===== src/hdl/wdt_params.svh =====
// Register offsets, field positions, reset values and timing constants of the watchdog
`ifndef WDT_PARAMS_SVH
`define WDT_PARAMS_SVH
`define WDT_ADDR_W 8
`define WDT_OFS_CONTROL 8'h00
`define WDT_OFS_TIMEOUT 8'h04
`define WDT_OFS_COUNT 8'h08
`define WDT_OFS_RESTART 8'h0c
`define WDT_OFS_STATUS 8'h10
`define WDT_OFS_CLEAR 8'h14
`define WDT_OFS_IRQ_MASK 8'h18
`define WDT_OFS_IRQ_EVENT 8'h1c
`define WDT_OFS_PARAM5 8'he4
`define WDT_OFS_PARAM4 8'he8
`define WDT_OFS_PARAM3 8'hec
`define WDT_OFS_PARAM2 8'hf0
`define WDT_OFS_PARAM1 8'hf4
`define WDT_OFS_VERSION 8'hf8
`define WDT_OFS_TYPE 8'hfc
`define WDT_BIT_EN 0
`define WDT_BIT_RMOD 1
`define WDT_RPL_LSB 2
`define WDT_RPL_MSB 4
`define WDT_RST_CONTROL 32'h0000_000a
`define WDT_RST_RPL 3'h2
`define WDT_RST_RMOD 1'b1
`define WDT_RST_TOP 4'h0
`define WDT_RST_COUNT 16'hffff
`define WDT_VAL_PARAM2 32'h0000_ffff
`define WDT_RESTART_KEY 8'h76
`define WDT_CNT_W 16
`define WDT_EVT_W 2
`define WDT_EVT_TIMEOUT 0
`define WDT_EVT_SYSRST 1
`endif


===== src/hdl/wdt_pkg.sv =====
// Types shared by the watchdog design files
package wdt_pkg;
  // Bus slave phases, one-hot
  typedef enum logic [2:0] {
    WDT_BUS_IDLE = 3'b001,
    WDT_BUS_ACK = 3'b010,
    WDT_BUS_DONE = 3'b100
  } wdt_bus_state_t;
  // Reset pulse phases, one-hot
  typedef enum logic [1:0] {
    WDT_RP_IDLE = 2'b01,
    WDT_RP_HOLD = 2'b10
  } wdt_rp_state_t;
endpackage : wdt_pkg


===== src/hdl/wdt_top.sv =====
// Watchdog timer with Avalon-MM register slave and interrupt logic
// Overview of operation
// - Reset pulse lasts 2^(n+1) clocks, n=3 bits
// - Hardcoded pulse length ignores software writes
// - Mode 0 resets; mode 1 interrupts first
// - Hardcoded response mode ignores software writes
// - Disabled: no counting, interrupts, or resets
// - Enable sticks until a system reset
// - Restart only on key 0x76 in byte0
// - Keyed restart also clears pending interrupt
// - Restart register always reads zero
// - Status bit 0 shows interrupt active
// - Reading clear register clears interrupt, no restart
// - Live count readable, resets to 0xffff
// - Timeout range bits 31:8 read zero; bits 7:4 repeat the range value
// - Version register holds ASCII digits plus asterisk
// - Type identification register at top offset
//
// Chosen here: the Avalon-MM interface to the registers.
`timescale 1ns/1ns
`include "wdt_params.svh"
module wdt_top
  import wdt_pkg::*;
#(
  parameter logic PULSE_LENGTH_HARDCODED = 1'b0, // Locks pulse length field
  parameter logic RESPONSE_MODE_HARDCODED = 1'b0, // Locks response mode bit
  parameter logic [31:0] VERSION_CODE = 32'h3030_312a, // Arbitrary value, ASCII 001*
  parameter logic [31:0] TYPE_CODE = 32'h5744_0001 // Arbitrary value
)(
  input wire logic mclk,
  input wire logic rst_n,
  input wire logic [7:0] avs_address, // Byte address
  input wire logic avs_read,
  input wire logic avs_write,
  input wire logic [31:0] avs_writedata,
  input wire logic [3:0] avs_byteenable,
  output logic [31:0] avs_readdata,
  output logic avs_waitrequest,
  output logic wdt_irq_q, // Watchdog interrupt line
  output logic sys_rst_q, // System reset request, active high
  output logic irq_q // Summary of masked sticky events
);
  // Control state
  logic en_q; // Enable, sticky
  logic rmod_q; // Response mode
  logic [2:0] rpl_q; // Reset pulse length code
  logic [3:0] top_q; // Timeout range selector
  logic [`WDT_CNT_W-1:0] cnt_q; // Live down counter
  logic wdt_int_q; // Internal watchdog interrupt
  logic [`WDT_EVT_W-1:0] evt_q; // Sticky event status
  logic [`WDT_EVT_W-1:0] mask_q; // Event enable mask
  // Bus slave state
  wdt_bus_state_t bus_q;
  logic [31:0] rdata_q;
  logic wait_q;
  // Strobes
  logic wr_acc; // Write accepted this cycle
  logic rd_acc; // Read accepted this cycle
  logic timeout; // Counter hit zero while enabled
  logic kick; // Valid keyed restart
  logic eoi; // Interrupt clear read
  logic fire; // Start of a system reset
  logic rp_sys_rst; // Stretcher output
  logic rp_done; // Pulse finished: reinit registers
  logic [31:0] wmask; // Byte enables as bit mask

  // Byte lanes to bit mask
  function automatic logic [31:0] lane_mask(input logic [3:0] be);
    lane_mask = {{8{be[3]}}, {8{be[2]}}, {8{be[1]}}, {8{be[0]}}};
  endfunction : lane_mask

  // Reload value for a range selector: 2^(16+top)-1 clipped to counter width
  function automatic logic [`WDT_CNT_W-1:0] reload_val(input logic [3:0] top);
    reload_val = {`WDT_CNT_W{1'b1}} >> ((4'hf - top) & 4'h0);
  endfunction : reload_val

  // Word offset match helper
  function automatic logic hit(input logic [7:0] a, input logic [7:0] ofs);
    hit = (a[7:2] == ofs[7:2]);
  endfunction : hit

  assign wmask = lane_mask(avs_byteenable);
  assign wr_acc = (bus_q == WDT_BUS_ACK) && avs_write;
  assign rd_acc = (bus_q == WDT_BUS_ACK) && avs_read;
  assign timeout = en_q && (cnt_q == '0) && !sys_rst_q;
  assign kick = wr_acc && hit(avs_address, `WDT_OFS_RESTART) && avs_byteenable[0]
                && (avs_writedata[7:0] == `WDT_RESTART_KEY);
  assign eoi = rd_acc && hit(avs_address, `WDT_OFS_CLEAR);
  // Mode 0 resets at once; mode 1 resets on second timeout with irq pending
  assign fire = timeout && (!rmod_q || wdt_int_q);

  // Reset pulse generator
  wdt_reset_pulse u_pulse (
    .mclk(mclk),
    .rst_n(rst_n),
    .fire(fire),
    .rpl(rpl_q),
    .sys_rst_q(rp_sys_rst),
    .done_q(rp_done)
  );

  // Bus handshake: one wait cycle, answer in the next, then one idle cycle
  always_ff @(posedge mclk or negedge rst_n) begin
    if (!rst_n) begin
      bus_q <= WDT_BUS_IDLE;
      wait_q <= 1'b1;
    end else begin
      case (bus_q)
        WDT_BUS_IDLE: begin
          if (avs_read || avs_write) begin
            bus_q <= WDT_BUS_ACK;
            wait_q <= 1'b0;
          end
        end
        WDT_BUS_ACK: begin
          bus_q <= WDT_BUS_DONE;
          wait_q <= 1'b1;
        end
        WDT_BUS_DONE: begin
          bus_q <= WDT_BUS_IDLE;
        end
        default: begin
          bus_q <= WDT_BUS_IDLE;
          wait_q <= 1'b1;
        end
      endcase
    end
  end

  // Read data is loaded so it stands with waitrequest low
  always_ff @(posedge mclk or negedge rst_n) begin
    if (!rst_n) begin
      rdata_q <= 32'h0000_0000;
    end else if (bus_q == WDT_BUS_IDLE && avs_read) begin
      case ({avs_address[7:2], 2'b00})
        `WDT_OFS_CONTROL: rdata_q <= {27'h0, rpl_q, rmod_q, en_q};
        `WDT_OFS_TIMEOUT: rdata_q <= {24'h0, top_q, top_q};
        `WDT_OFS_COUNT: rdata_q <= {16'h0, cnt_q};
        `WDT_OFS_RESTART: rdata_q <= 32'h0000_0000;
        `WDT_OFS_STATUS: rdata_q <= {31'h0, wdt_int_q};
        `WDT_OFS_CLEAR: rdata_q <= 32'h0000_0000;
        `WDT_OFS_IRQ_MASK: rdata_q <= {30'h0, mask_q};
        `WDT_OFS_IRQ_EVENT: rdata_q <= {30'h0, evt_q};
        `WDT_OFS_PARAM5: rdata_q <= 32'h0000_0000;
        `WDT_OFS_PARAM4: rdata_q <= 32'h0000_0000;
        `WDT_OFS_PARAM3: rdata_q <= 32'h0000_0000;
        `WDT_OFS_PARAM2: rdata_q <= `WDT_VAL_PARAM2;
        `WDT_OFS_PARAM1: rdata_q <= 32'h0000_0000;
        `WDT_OFS_VERSION: rdata_q <= VERSION_CODE;
        `WDT_OFS_TYPE: rdata_q <= TYPE_CODE;
        // Unmapped offsets read zero
        default: rdata_q <= 32'h0000_0000;
      endcase
    end
  end

  // Control register; a finished reset pulse restores reset values
  always_ff @(posedge mclk or negedge rst_n) begin
    if (!rst_n) begin
      en_q <= 1'b0;
      rmod_q <= `WDT_RST_RMOD;
      rpl_q <= `WDT_RST_RPL;
      top_q <= `WDT_RST_TOP;
    end else if (rp_done) begin
      en_q <= 1'b0;
      rmod_q <= `WDT_RST_RMOD;
      rpl_q <= `WDT_RST_RPL;
      top_q <= `WDT_RST_TOP;
    end else if (wr_acc && hit(avs_address, `WDT_OFS_CONTROL) && avs_byteenable[0]) begin
      // Enable only ever sets from software
      if (avs_writedata[`WDT_BIT_EN]) begin
        en_q <= 1'b1;
      end
      if (!RESPONSE_MODE_HARDCODED) begin
        rmod_q <= avs_writedata[`WDT_BIT_RMOD];
      end
      if (!PULSE_LENGTH_HARDCODED) begin
        rpl_q <= avs_writedata[`WDT_RPL_MSB:`WDT_RPL_LSB];
      end
    end else if (wr_acc && hit(avs_address, `WDT_OFS_TIMEOUT) && avs_byteenable[0]) begin
      top_q <= avs_writedata[3:0];
    end
  end

  // Down counter: stalls when disabled, reloads on zero or restart
  always_ff @(posedge mclk or negedge rst_n) begin
    if (!rst_n) begin
      cnt_q <= `WDT_RST_COUNT;
    end else if (rp_done) begin
      cnt_q <= `WDT_RST_COUNT;
    end else if (kick) begin
      cnt_q <= reload_val(top_q);
    end else if (timeout) begin
      cnt_q <= reload_val(top_q);
    end else if (en_q && !sys_rst_q) begin
      cnt_q <= cnt_q - `WDT_CNT_W'(1);
    end
  end

  // Watchdog interrupt; a new timeout wins over a clear in the same cycle
  always_ff @(posedge mclk or negedge rst_n) begin
    if (!rst_n) begin
      wdt_int_q <= 1'b0;
    end else if (rp_done) begin
      wdt_int_q <= 1'b0;
    end else if (timeout && rmod_q) begin
      wdt_int_q <= 1'b1;
    end else if (kick || eoi) begin
      wdt_int_q <= 1'b0;
    end
  end

  // Sticky event bits, write one to clear, set wins over clear
  always_ff @(posedge mclk or negedge rst_n) begin
    if (!rst_n) begin
      evt_q <= '0;
      mask_q <= '0;
    end else begin
      if (wr_acc && hit(avs_address, `WDT_OFS_IRQ_MASK)) begin
        mask_q <= avs_writedata[`WDT_EVT_W-1:0] & wmask[`WDT_EVT_W-1:0];
      end
      evt_q <= (evt_q & ~((wr_acc && hit(avs_address, `WDT_OFS_IRQ_EVENT))
                ? (avs_writedata[`WDT_EVT_W-1:0] & wmask[`WDT_EVT_W-1:0])
                : {`WDT_EVT_W{1'b0}}))
               | {fire, timeout};
    end
  end

  // Registered outputs
  always_ff @(posedge mclk or negedge rst_n) begin
    if (!rst_n) begin
      wdt_irq_q <= 1'b0;
      sys_rst_q <= 1'b0;
      irq_q <= 1'b0;
    end else begin
      wdt_irq_q <= wdt_int_q;
      sys_rst_q <= rp_sys_rst;
      irq_q <= |(evt_q & mask_q);
    end
  end

  assign avs_readdata = rdata_q;
  assign avs_waitrequest = wait_q;
endmodule : wdt_top


===== src/hdl/wdt_reset_pulse.sv =====
// Reset pulse stretcher for the watchdog system reset
`timescale 1ns/1ns
`include "wdt_params.svh"
module wdt_reset_pulse
  import wdt_pkg::*;
(
  input wire logic mclk,
  input wire logic rst_n,
  input wire logic fire,
  input wire logic [2:0] rpl,
  output logic sys_rst_q,
  output logic done_q
);
  wdt_rp_state_t state_q; // Pulse phase
  logic [8:0] left_q; // Cycles of pulse still to run

  // Pulse length: code n gives 2^(n+1) cycles
  function automatic logic [8:0] pulse_len(input logic [2:0] code);
    pulse_len = 9'h002 << code;
  endfunction : pulse_len

  // Hold reset for the chosen count, then flag completion once
  always_ff @(posedge mclk or negedge rst_n) begin
    if (!rst_n) begin
      state_q <= WDT_RP_IDLE;
      left_q <= 9'h000;
      sys_rst_q <= 1'b0;
      done_q <= 1'b0;
    end else begin
      done_q <= 1'b0;
      case (state_q)
        WDT_RP_IDLE: begin
          if (fire) begin
            state_q <= WDT_RP_HOLD;
            left_q <= pulse_len(rpl) - 9'h001;
            sys_rst_q <= 1'b1;
          end
        end
        WDT_RP_HOLD: begin
          if (left_q == 9'h000) begin
            state_q <= WDT_RP_IDLE;
            sys_rst_q <= 1'b0;
            done_q <= 1'b1;
          end else begin
            left_q <= left_q - 9'h001;
          end
        end
        default: begin
          state_q <= WDT_RP_IDLE;
          sys_rst_q <= 1'b0;
        end
      endcase
    end
  end
endmodule : wdt_reset_pulse


===== config.mk =====
export PLATFORM = sky130hd
export DESIGN_NAME = wdt_top
export DESIGN_NICKNAME = d
export VERILOG_FILES = /design/src/hdl/wdt_pkg.sv /design/src/hdl/wdt_top.sv /design/src/hdl/wdt_reset_pulse.sv
export VERILOG_INCLUDE_DIRS = /design/src /design/src/hdl
export SDC_FILE = /design/constraint.sdc
export NUM_CORES = 1
export LEC_CHECK = 0
export BUFFER_PORTS_ARGS = -buffer_cell sky130_fd_sc_hd__buf_2
export CAP_MARGIN = 20
export CORE_MARGIN = 2
export CORE_UTILIZATION = 55
export DETAILED_ROUTE_END_ITERATION = 10
export PLACE_DENSITY = 0.81
export SKIP_LAST_GASP = 1
export SLEW_MARGIN = 10
export SYNTH_ARGS = -nofsm -noshare
export SYNTH_HDL_FRONTEND = slang
export SYNTH_SLANG_ARGS = --single-unit

===== constraint.sdc =====
create_clock -name mclk -period 3 [get_ports mclk]
set_input_delay 0.3 -clock mclk [delete_from_list [all_inputs] [get_ports mclk]]
set_output_delay 0.3 -clock mclk [all_outputs]
set_load 0.005 [all_outputs]

==> results of run 1 <==
[cell type report]
type                            instances  area, µm²  area share [%]
Clock buffer                            9      123.9           2.959
Multi-Input combinational cell        304       1818           43.42
Sequential cell                        68       1728           41.27
Inverter                                9      33.78          0.8069
Tap cell                               80      100.1           2.391
Timing Repair Buffer                   57      307.8           7.352
Clock inverter                          7      75.07           1.793
[layout by cell type (no fill, tap or decap), types with 3 or more instances in the layout]
master and instances:
a21oi_1 34, a31oi_1 3, and3_1 5, buf_2 48, buf_4 9, clkbuf_8 9
clkinvlp_4 3, conb_1 6, dfrtp_1 47, dfstp_2 21, ha_1 3, inv_1 8
mux2_2 4, mux2i_1 7, nand2_1 57, nand2b_1 4, nand3_1 23, nand3b_1 5
nand4_1 5, nand4b_1 4, nor2_1 31, nor2b_1 3, nor3_1 10, nor3b_1 3
nor4_1 5, nor4_4 3, o21a_1 4, o21ai_0 32, o31ai_1 4, or3_1 6
xor2_1 8
[power groups by stage]
| stage | clock network (µW) | registers (µW) | logic (µW) |
|---|---|---|---|
| finish | 765 | 1090 | 354 |
| global route | 801 | 1100 | 401 |
| CTS | 774 | 1090 | 351 |
| detailed placement | 0 | 1100 | 349 |
| global placement | 0 | 1100 | 336 |
| floorplan | 0 | 1080 | 251 |
[cell usage after synthesis, types with 2 or more instances]
library cell | n | area, µm²
nand2_1 | 57 | 214.0
dfrtp_1 | 47 | 1176
a21oi_1 | 34 | 170.2
o21ai_0 | 32 | 160.2
nor2_1 | 31 | 116.4
nand3_1 | 23 | 115.1
dfstp_2 | 21 | 551.8
buf_4 | 16 | 120.1
clkbuf_1 | 16 | 60.06
nor3_1 | 10 | 50.05
inv_1 | 8 | 30.03
xor2_1 | 8 | 70.07
mux2i_1 | 7 | 70.07
or3_1 | 6 | 37.54
and3_1 | 5 | 31.28
nand3b_1 | 5 | 37.54
nand4_1 | 5 | 31.28
nor4_1 | 5 | 31.28
mux2_2 | 4 | 45.04
nand2b_1 | 4 | 25.02
nand4b_1 | 4 | 35.03
o21a_1 | 4 | 30.03
o31ai_1 | 4 | 30.03
a31oi_1 | 3 | 18.77
buf_6 | 3 | 33.78
ha_1 | 3 | 37.54
nor2b_1 | 3 | 18.77
nor3b_1 | 3 | 22.52
nor4_4 | 3 | 63.81
a22o_1 | 2 | 17.52
a311oi_1 | 2 | 17.52
o2111ai_1 | 2 | 17.52
o311a_1 | 2 | 20.02
o311ai_0 | 2 | 17.52
or3b_2 | 2 | 17.52
or4_1 | 2 | 15.01
or4_4 | 2 | 22.52
xnor2_1 | 2 | 17.52
[stage by stage]
stage / area [µm²] / instances
after floorplan: 3802 / 418
after global placement: 3988 / 518
after detailed placement: 3988 / 518
after CTS: 4187 / 534
after global routing: 4187 / 534
final: 4187 / 534
[cell families after synthesis]
logic type               Yosys count
flip-flops                        68
buffers and inverters             46
multiplexers                      11
AO/OA/AOI/OAI                     95
adder cells (fa/ha/maj)            3
AND/OR/NAND/NOR                  179
other                              1
XOR/XNOR                          10
[worst reg2reg max path: stages, from the launching register on]
cell and delay, ns:
dfstp_2 0.40, nor4_1 0.44, nand3_1 0.23, nor4_4 0.42, or2_1 0.29, inv_2 0.16
or3_1 0.37, a21oi_1 0.13
[metal layers]
| layer | vias up | track usage [%] |
|---|---|---|
| met4 | 0 | 9.659 |
| met1 | 1557 | 35.76 |
| met2 | 139 | 38.79 |
| li1 | 1531 | - |
| met3 | 15 | 3.886 |
| met5 | - | 0 |
[worst max-delay path by stage]
stage	startpoint	endpoint	slack (ns)	cells past startpoint
final	cnt_q[12]	u_pulse.left_q[4]	0.49	7
after global routing	cnt_q[12]	u_pulse.left_q[4]	0.29	7
after CTS	cnt_q[12]	u_pulse.left_q[4]	0.49	7
after detailed placement	cnt_q[12]	u_pulse.left_q[4]	0.48	7
after global placement	cnt_q[12]	u_pulse.left_q[4]	0.58	7
after floorplan	u_pulse.state_q[1]	u_pulse.left_q[2]	0.77	9
[flip-flops by register name, summed over array words and instances (netlist names), 3 cells and up]
register	cells
u_pulse.left_q	9
cnt_q	16
avs_readdata	19
bus_q	3
rpl_q	3
top_q	4
==> impl_results.md, run 1 <==
* Place WS at 0.4823 ns
* Achievable Freq at 398.6 MHz
* Async SR Flop Fraction at 100.0%
* Uppermost routed layer: met4
* Peak supply drop at 0.0004296 V
* Total Power at 2208 µW
* Met3 WL post-DR at ~580 µm
* Worst reg2reg path depth at 7
* Starting density of the core at around 56%
* Die Area at about 7600 µm²
* Fillers at ~570
* Worst slew pin tran at 0.7535 ns
* Post-synth top flop: dfrtp_1
* Setup violations, final at 0
* Psw at approximately 670 µW
* EDFF count, synth at 0
* Clk pin slew, worst setup/hold paths at around 0.080 ns
* Failing checks: negative hold slack
* Post-CTS setup buffer count at 0
* Synthesized instance count at approximately 410
* XOR/XNOR Fraction of Synth Area at 2.315%
* CP top delay family: simple AND/OR/NAND/NOR gates
* Tcrit/Tclk final at between 80% and 90%
* Synth Area in Simple Gates at 25.96%
* Via count at between 3000 and 4000
* Root buf cell: clkbuf_8
* Mapped Avg Cell Area at approximately 9 µm²
* Largest incremental delay on the critical path at approximately 0.44 ns
* CP Data Arrival Time at between 2 and 3 ns
* Gr usage total at 25.13%
* Hold slack at -0.006824 ns
* Status: finished with violations
* Die height at 86.94 µm
* Combinational Power Share at approximately 16%
* PostCTS Resize Cnt at 0
* Crit path kind: reg -> reg
* Clk_lat worst skew at between 0.3 and 0.4 ns
* Net Sw Frac at a little over 30%
* Static Leakage at roughly 0.0019 µW
* Synthesized flop and latch total at 68
* Post-Route WL at just under 9 mm
* Power per cell area at 527.4 nW/µm²
* Largest net degree at the start of global routing at 34
* Area delta synth->final at 10.65%
* RSZ-0062 raised after global routing: false
* Relative slew slack at between 40% and 50%
* Number of buffers and inverters on the critical path at 1
* Largest family of logic cells by synthesized area: simple AND/OR/NAND/NOR gates
* Post-synthesis adder-cell area fraction at 0.9921%
* Metal-1 WL at 4.002 mm
* I/O Buffers at between 40 and 50
* N_diodes at 0
* Max Cap Viol at 0
* Met2 WL at between 4 and 5 mm
* Crit start category: register
* Synth unique cells at a little under 60
* Crit-path cells: nor4_1 > nand3_1 > nor4_4 > or2_1 > inv_2 > or3_1 > a21oi_1
* First-pass GRT wire length at 14.73 mm
* TritonCTS clock tree: done
* Post-route ant nets at 0
* Launching point of the worst reg2reg path: cnt_q[12]
* Hold Fails Final Rpt at 7
* Worst Hold Class: in -> async
* Synth Area in Compound Gates at roughly 15%
* Mux contribution to synthesized area at 3.042%
* Fin crit period at about 2.5 ns
* Placeable Area at approximately 6700 µm²
* Pint at around 1500 µW
* Num CTS Buffers at 9
* DRC errors left at 0
* Via-to-Cell Ratio at between 6 and 7
* Routability cong. at about 0.89
* Hpwl dp at between 6 and 7 mm
* Yosys warnings at 0
* Final nets at 500
* Synthesized cell area at roughly 3800 µm²
* Num rows at 30
* I/O Pins at 84
* Proportion of layout cells with a drive suffix above 1 at around a quarter
* Die Wd at between 80 and 90 µm
* Vias in the first global route at just over 3000
* Setup WS post-layout at about 0.49 ns
* Initial antenna violation count at 0
* H-tree levels at 3
* Sequential area share after synthesis at ~46%
* Crit-path slowest cell: nor4_1
* GR Overflow Total at 0
* CTS Hold Buffers Added at 0
* Max FO, Critical Path at 13
* First-pass iteration count of the detailed router at 5
* DR WL/cell at roughly 17 µm
* Reg power frac at between 40 and 50%
* Reg2reg end: u_pulse.left_q[4]
* Post-Route Utilization at between 60 and 70%
* Worst Setup End Kind: register
* Clock Skew at ~0.014 ns
* CTS Sinks at approximately 70
* Fin. max-slew vios at 0
* CTS max path bufs at 2
* Setup_tns at 0 ns
* Iter 0 DRT Violations at roughly 360
* Required @ worst endpoint at 3.28 ns
* Clock group share of total power at 34.6%
* R2r setup slk at between 0.4 and 0.5 ns
Power figures use the tool's default switching activity.
==> run 2, diff against run 1 <==
--- a/config.mk
+++ b/config.mk
@@ -6,12 +6,13 @@
 export SDC_FILE = /design/constraint.sdc
 export NUM_CORES = 1
 export LEC_CHECK = 0
+export ABC_AREA = 1
 export BUFFER_PORTS_ARGS = -buffer_cell sky130_fd_sc_hd__buf_2
 export CAP_MARGIN = 20
 export CORE_MARGIN = 2
 export CORE_UTILIZATION = 55
 export DETAILED_ROUTE_END_ITERATION = 10
-export PLACE_DENSITY = 0.81
+export PLACE_DENSITY = 0.8
 export SKIP_LAST_GASP = 1
 export SLEW_MARGIN = 10
 export SYNTH_ARGS = -nofsm -noshare
==> constraint.sdc (replaced) <==
create_clock -name mclk -period 2.4 [get_ports mclk]
set_input_delay 0.24 -clock mclk [delete_from_list [all_inputs] [get_ports mclk]]
set_output_delay 0.24 -clock mclk [all_outputs]
set_load 0.005 [all_outputs]
==> impl_results.md, run 2 <==
* Proportion of layout cells with a drive suffix above 1 at roughly a fifth
* Num CTS Buffers at 9
* Clock Skew at 0.009519 ns
* Yosys warnings at 0
* Most used cell, CP: nand2_1
* Via-to-Cell Ratio at around 5.3
* Final Cell Area at 4423 µm²
* Num rows at 30
* Post-Route WL at 9.079 mm
* R2r setup slk at approximately 0.53 ns
* Reg2reg end: cnt_q[1]
* GR Overflow Total at 0
* Worst slew pin tran at roughly 0.66 ns
* Leading area contributor after synthesis: dfrtp_1
* CTS max path bufs at 2
* Setup violations, final at 0
* Hold Fails Final Rpt at 0
* Hold path startpoint: avs_writedata[1]
* Crit path from: cnt_q[0]
* Area delta synth->final at 12.62%
* Crit-path cells: inv_1 > ha_1 > nand3_1 > nor2_1 > nand3_1 > nand2_1 > nor2_2 > nand2_1 > nand2_1 > o21ai_2
* Gr usage total at 25.49%
* I/O Buffers at between 40 and 50
* Worst Setup End Kind: register
* Post-synth top flop: dfrtp_1
* Met3 Use GR at under 10%
* GRT Max-Usage Layer: met2
* Synthesized flop and latch total at between 60 and 70
* Hpwl dp at roughly 6.6 mm
* Root buf cell: clkbuf_8
* Setup_tns at 0 ns
* Crit start category: register
* Launching point of the worst reg2reg path: cnt_q[0]
* Power per cell area at 675.2 nW/µm²
* Post-placement cell area at about 4200 µm²
* Critical path destination: cnt_q[1]
* Synth unique cells at 33
* Die height at 88.51 µm
* CP Data Arrival Time at 2.15 ns
* Fin. max-slew vios at 0
* Initial antenna violation count at 0
* Routability cong. at around 0.9
* Relative slew slack at 56.26%
* Iter 0 DRT Violations at around 300
* Max reg flops at 19
* Post-route ant nets at 0
* Die Area at roughly 7800 µm²
* Tcrit/Tclk final at about 80%
* First-pass iteration count of the detailed router at 7
* EDFF count, synth at 0
* Commonest non-fill, non-tap cell in the layout: nand2_1
* Vias in the first global route at approximately 3400
* Peak supply drop at approximately 0.00054 V
* Number of buffers and inverters on the critical path at 1
* Via count at around 3600
* Die Wd at between 80 and 90 µm
* Grt met1 use at ~34%
* N_diodes at 0
* Synth top area share at 29.95%
* Clk_lat worst skew at approximately 0.36 ns
* Worst Hold Class: in -> reg
* Mapped Avg Cell Area at a little over 7 µm²
* Crit path kind: reg -> reg
* Most frequent cell after synthesis: nand2_1
* DR WL/cell at between 10 and 15 µm
* Async SR Flop Fraction at 100.0%
* M2 GR Usage at ~42%
* Fin crit period at 1.870 ns
* Static Leakage at ~0.0024 µW
* TritonCTS clock tree: done
* I/O Pins at 84
* Largest net degree at the start of global routing at 41
* Sequential area share after synthesis at 43.99%
* DRC errors left at 0
* Required @ worst endpoint at approximately 2.7 ns
* Most frequent cells in the layout: nand2_1, nor2_1, inv_1
* Post-synth top cells: nand2_1, nor2_1, inv_1, nand3_1, dfrtp_1
* Max Cap Viol at 0
* Crit-path slowest cell: dfstp_2
* Synthesized instance count at between 500 and 600
* CTS Sinks at a little under 70
* Synth area leaders: dfrtp_1, nand2_1, dfstp_2
* RSZ-0062 raised after global routing: false
* Placeable Area at slightly below 7000 µm²
* Status: complete, no violations
* Clk pin slew, worst setup/hold paths at approximately 0.08 ns
* H-tree levels at 3
* Achievable Freq at 534.8 MHz
* Largest incremental delay on the critical path at ~0.54 ns
* Starting density of the core at between 50% and 60%
* First-pass GRT wire length at 15.53 mm
* Worst reg2reg path depth at 10
* Worst path depth at 10
* Synthesized cell area at roughly 4000 µm²
* Max FO, Critical Path at 11
* Final nets at approximately 640
* CP top delay family: simple AND/OR/NAND/NOR gates
==> run 2: worst reg2reg max path, delay by kind of cell (launching register included) <==
| family | cells | cell delay, ns |
|---|---|---|
| simple gates | 7 | 0.88 |
| flops | 1 | 0.54 |
| fa+ha+maj | 1 | 0.21 |
| buf+inv | 1 | 0.09 |
| compound gates | 1 | 0.07 |
==> run 2: layout make-up <==
class	count	area, µm²
well taps	96	120.1
repair buffers	51	277.8
multi-input cells	393	1794
clock inverters	6	111.4
fillers	604	2446
flip-flops and latches	68	1728
clock buffers	10	137.6
inverters	67	254.0
==> run 2: what timing repair did <==
item	CTS	global route
resized for setup	0	0
buffers inserted	0	0
hold endpoints to repair	15	0
hold buffers	1	0
==> run 2: cells by family (layout without fill, tap and decap cells) <==
family / after synthesis / count (layout) / share of synthesized area, %
simple gates: 320 / 320 / 34.53
fa+ha+maj: 3 / 3 / 0.9558
compound gates: 59 / 59 / 8.442
other cells: 1 / 6 / 0.09548
flops: 68 / 68 / 43.99
buf+inv: 88 / 134 / 10.80
mux: 1 / 1 / 0.2867
xor+xnor: 4 / 4 / 0.8919
==> run 2: stage by stage <==
stage | hold WS (ns) | util, % | instances | total power [µW] | setup slack [ns]
floorplan | -0.05559 | - | 549 | 1661 | 0.7787
global placement | 0.3016 | 60.62 | 674 | 1799 | 0.5683
detailed placement | 0.3009 | 60.62 | 674 | 1817 | 0.5527
CTS | 0.1577 | 64.39 | 691 | 2992 | 0.5392
global route | 0.1664 | 64.39 | 691 | 3121 | 0.3517
finish | 0.1573 | 64.39 | 691 | 2986 | 0.5302
==> run 2: report_power, final <==
part | total [µW] | leakage (µW) | switching (µW) | internal, µW
combinational | 433 | 0.00140 | 282 | 152
sequential | 1360 | 0.000847 | 80.6 | 1280
clock | 1190 | 0.000122 | 470 | 718
total | 2990 | 0.00237 | 832 | 2150
==> run 2: worst min-delay path by stage <==
stage	slack, ns	cells past startpoint	endpoint
2_1_floorplan	-0.06	0	avs_readdata[0]
3_3_place_gp	0.30	1	avs_readdata[9]
3_5_place_dp	0.30	1	avs_readdata[9]
4_1_cts	0.16	3	rmod_q
5_1_grt	0.17	3	rmod_q
6_report	0.16	3	rmod_q
==> run 2: routing by layer <==
layer,part of all wire (%),vias to the layer above
met5,0,-
met4,1.7,0
met1,44,1698
li1,-,1792
met2,49,122
met3,5.2,16
==> run 3, diff against run 2 <==
==> constraint.sdc (replaced) <==
create_clock -name mclk -period 1.9 [get_ports mclk]
set_input_delay 0.19 -clock mclk [delete_from_list [all_inputs] [get_ports mclk]]
set_output_delay 0.19 -clock mclk [all_outputs]
set_load 0.005 [all_outputs]
==> impl_results.md, run 3 (same netlist as run 2, synthesis figures left out) <==
* Clock Skew at 0.008877 ns
* Reg2reg end: cnt_q[1]
* Hpwl dp at approximately 6.6 mm
* CTS max path bufs at 2
* Initial antenna violation count at 0
* Achievable Freq at roughly 570 MHz
* Peak supply drop at 0.0007128 V
* Clk pin slew, worst setup/hold paths at about 0.07 ns
* Launching point of the worst reg2reg path: cnt_q[1]
* Clk_lat worst skew at approximately 0.35 ns
* Fillers at slightly above 600
* Starting density of the core at 57.18%
* Iter 0 DRT Violations at between 200 and 300
* Power per cell area at between 700 and 800 nW/µm²
* I/O Pins at 84
* Via-to-Cell Ratio at about 5.2
* Post-CTS setup buffer count at 0
* Crit path kind: reg -> reg
* Post-route ant nets at 0
* H-tree levels at 3
* Hold Fails Final Rpt at 0
* Worst reg2reg path depth at 11
* Die Area at 7833 µm²
* I/O Buffers at 48
* CP Data Arrival Time at between 2 and 2.5 ns
* Die height at about 90 µm
* Worst Hold Class: in -> reg
* Vias in the first global route at around 3400
* Die Wd at 88.51 µm
* Routability cong. at around 0.90
* Num rows at 30
* Tcrit/Tclk final at between 90% and 100%
* Grt met1 use at between 30% and 40%
* Placeable Area at 6869 µm²
* Met3 Use GR at under 10%
* TritonCTS clock tree: done
* Worst Setup End Kind: register
* Largest net degree at the start of global routing at approximately 70
* Proportion of layout cells with a drive suffix above 1 at 20.33%
* Hold path startpoint: avs_writedata[4]
* Post-Route WL at 9.114 mm
* Reg area at 1728 µm²
* Most frequent cells in the layout: nand2_1, nor2_1, inv_1
* N_diodes at 0
* Required @ worst endpoint at 2.18 ns
* M2 GR Usage at 44.22%
* CTS Sinks at 68
* RSZ-0062 raised after global routing: true
* Hold Path Depth at 3
* Post-Route Utilization at roughly 65%
* Fin crit period at 1.749 ns
* Crit start category: register
* Final nets at approximately 650
* Hold slack at approximately 0.11 ns
* Max reg flops at 19
* First-pass iteration count of the detailed router at 5
* Gr usage total at between 20% and 30%
* Multi-input gate area at about 1800 µm²
* DRC errors left at 0
* DR WL/cell at approximately 13 µm
* Setup violations, final at 0
* Fin. max-slew vios at 0
* Status: complete, no violations
* Static Leakage at about 0.0024 µW
* Hold endpoint: rpl_q[2]
* Num CTS Buffers at 9
* GR Overflow Total at 0
* Area delta synth->final at 13.25%
* First-pass GRT wire length at roughly 16 mm
* GRT Max-Usage Layer: met2
* Root buf cell: clkbuf_8
* Max Cap Viol at 0
* Via count at roughly 3600
* Max FO, Critical Path at 10
* R2r setup slk at ~0.15 ns
* Commonest non-fill, non-tap cell in the layout: nand2_1
-- run 3: power breakdown --
| group | internal (µW) | total (µW) | switching (µW) | leakage (µW) |
|---|---|---|---|---|
| clock | 639 | 1220 | 580 | 0.0000983 |
| sequential | 1620 | 1720 | 99.9 | 0.000847 |
| combinational | 193 | 552 | 359 | 0.00143 |
| total | 2450 | 3490 | 1040 | 0.00238 |
-- run 3: layout make-up --
type                       instances  share of cell area, %
clock inverter                     6                  1.435
tap                               96                  2.700
sequential                        68                  38.85
inverter                          67                  5.710
multi-input combinational        393                  40.84
timing repair buffer              56                  7.370
clock buffer                      10                  3.094
-- run 3: stage by stage --
stage	setup WS (ns)	total power, µW	cells	setup TNS, ns	cell area, µm²
finish	0.1505	3493	696	0	4448
global route	-0.03801	3689	696	-0.08019	4448
CTS	0.1151	3518	696	0	4425
detailed placement	0.1304	2297	679	0	4214
global placement	0.1754	2271	679	0	4214
floorplan	0.2787	2098	549	0	3946
-- run 3: how the worst max path moves through the flow --
stage                     cells after the start                from  slack [ns]           endpoint
final                                        11            cnt_q[1]        0.15           cnt_q[1]
after global routing                          9            cnt_q[0]       -0.04  u_pulse.left_q[4]
after CTS                                     8            bus_q[0]        0.12          cnt_q[11]
after global placement                       10            bus_q[0]        0.18          cnt_q[15]
after floorplan                              11  u_pulse.state_q[0]        0.28  u_pulse.left_q[8]
after detailed placement                      8            bus_q[0]        0.13          cnt_q[11]
-- run 3: critical path: stages, from the launching register on --
cell and delay, ns:
dfstp_2 0.57, inv_1 0.09, ha_1 0.19, nand3_1 0.10
nor2_1 0.06, nand3_1 0.08, nand2_1 0.08, nor2_2 0.19
buf_12 0.15, nand2_1 0.05, nand2_1 0.06, o21ai_2 0.07
-- run 3: metal layers --
layer / routed length (µm) / vias up / share of wire (%)
li1: - / 1809 / -
met4: 151 / 0 / 1.7
met3: 360 / 15 / 3.9
met1: 4126 / 1714 / 45
met5: 0 / - / 0
met2: 4476 / 82 / 49
-- run 3: timing repair --
action                                 CTS  global route
resized for setup                        0             4
hold buffers                             1             0
endpoints found under the hold margin   47             0
setup endpoints to repair                0            12
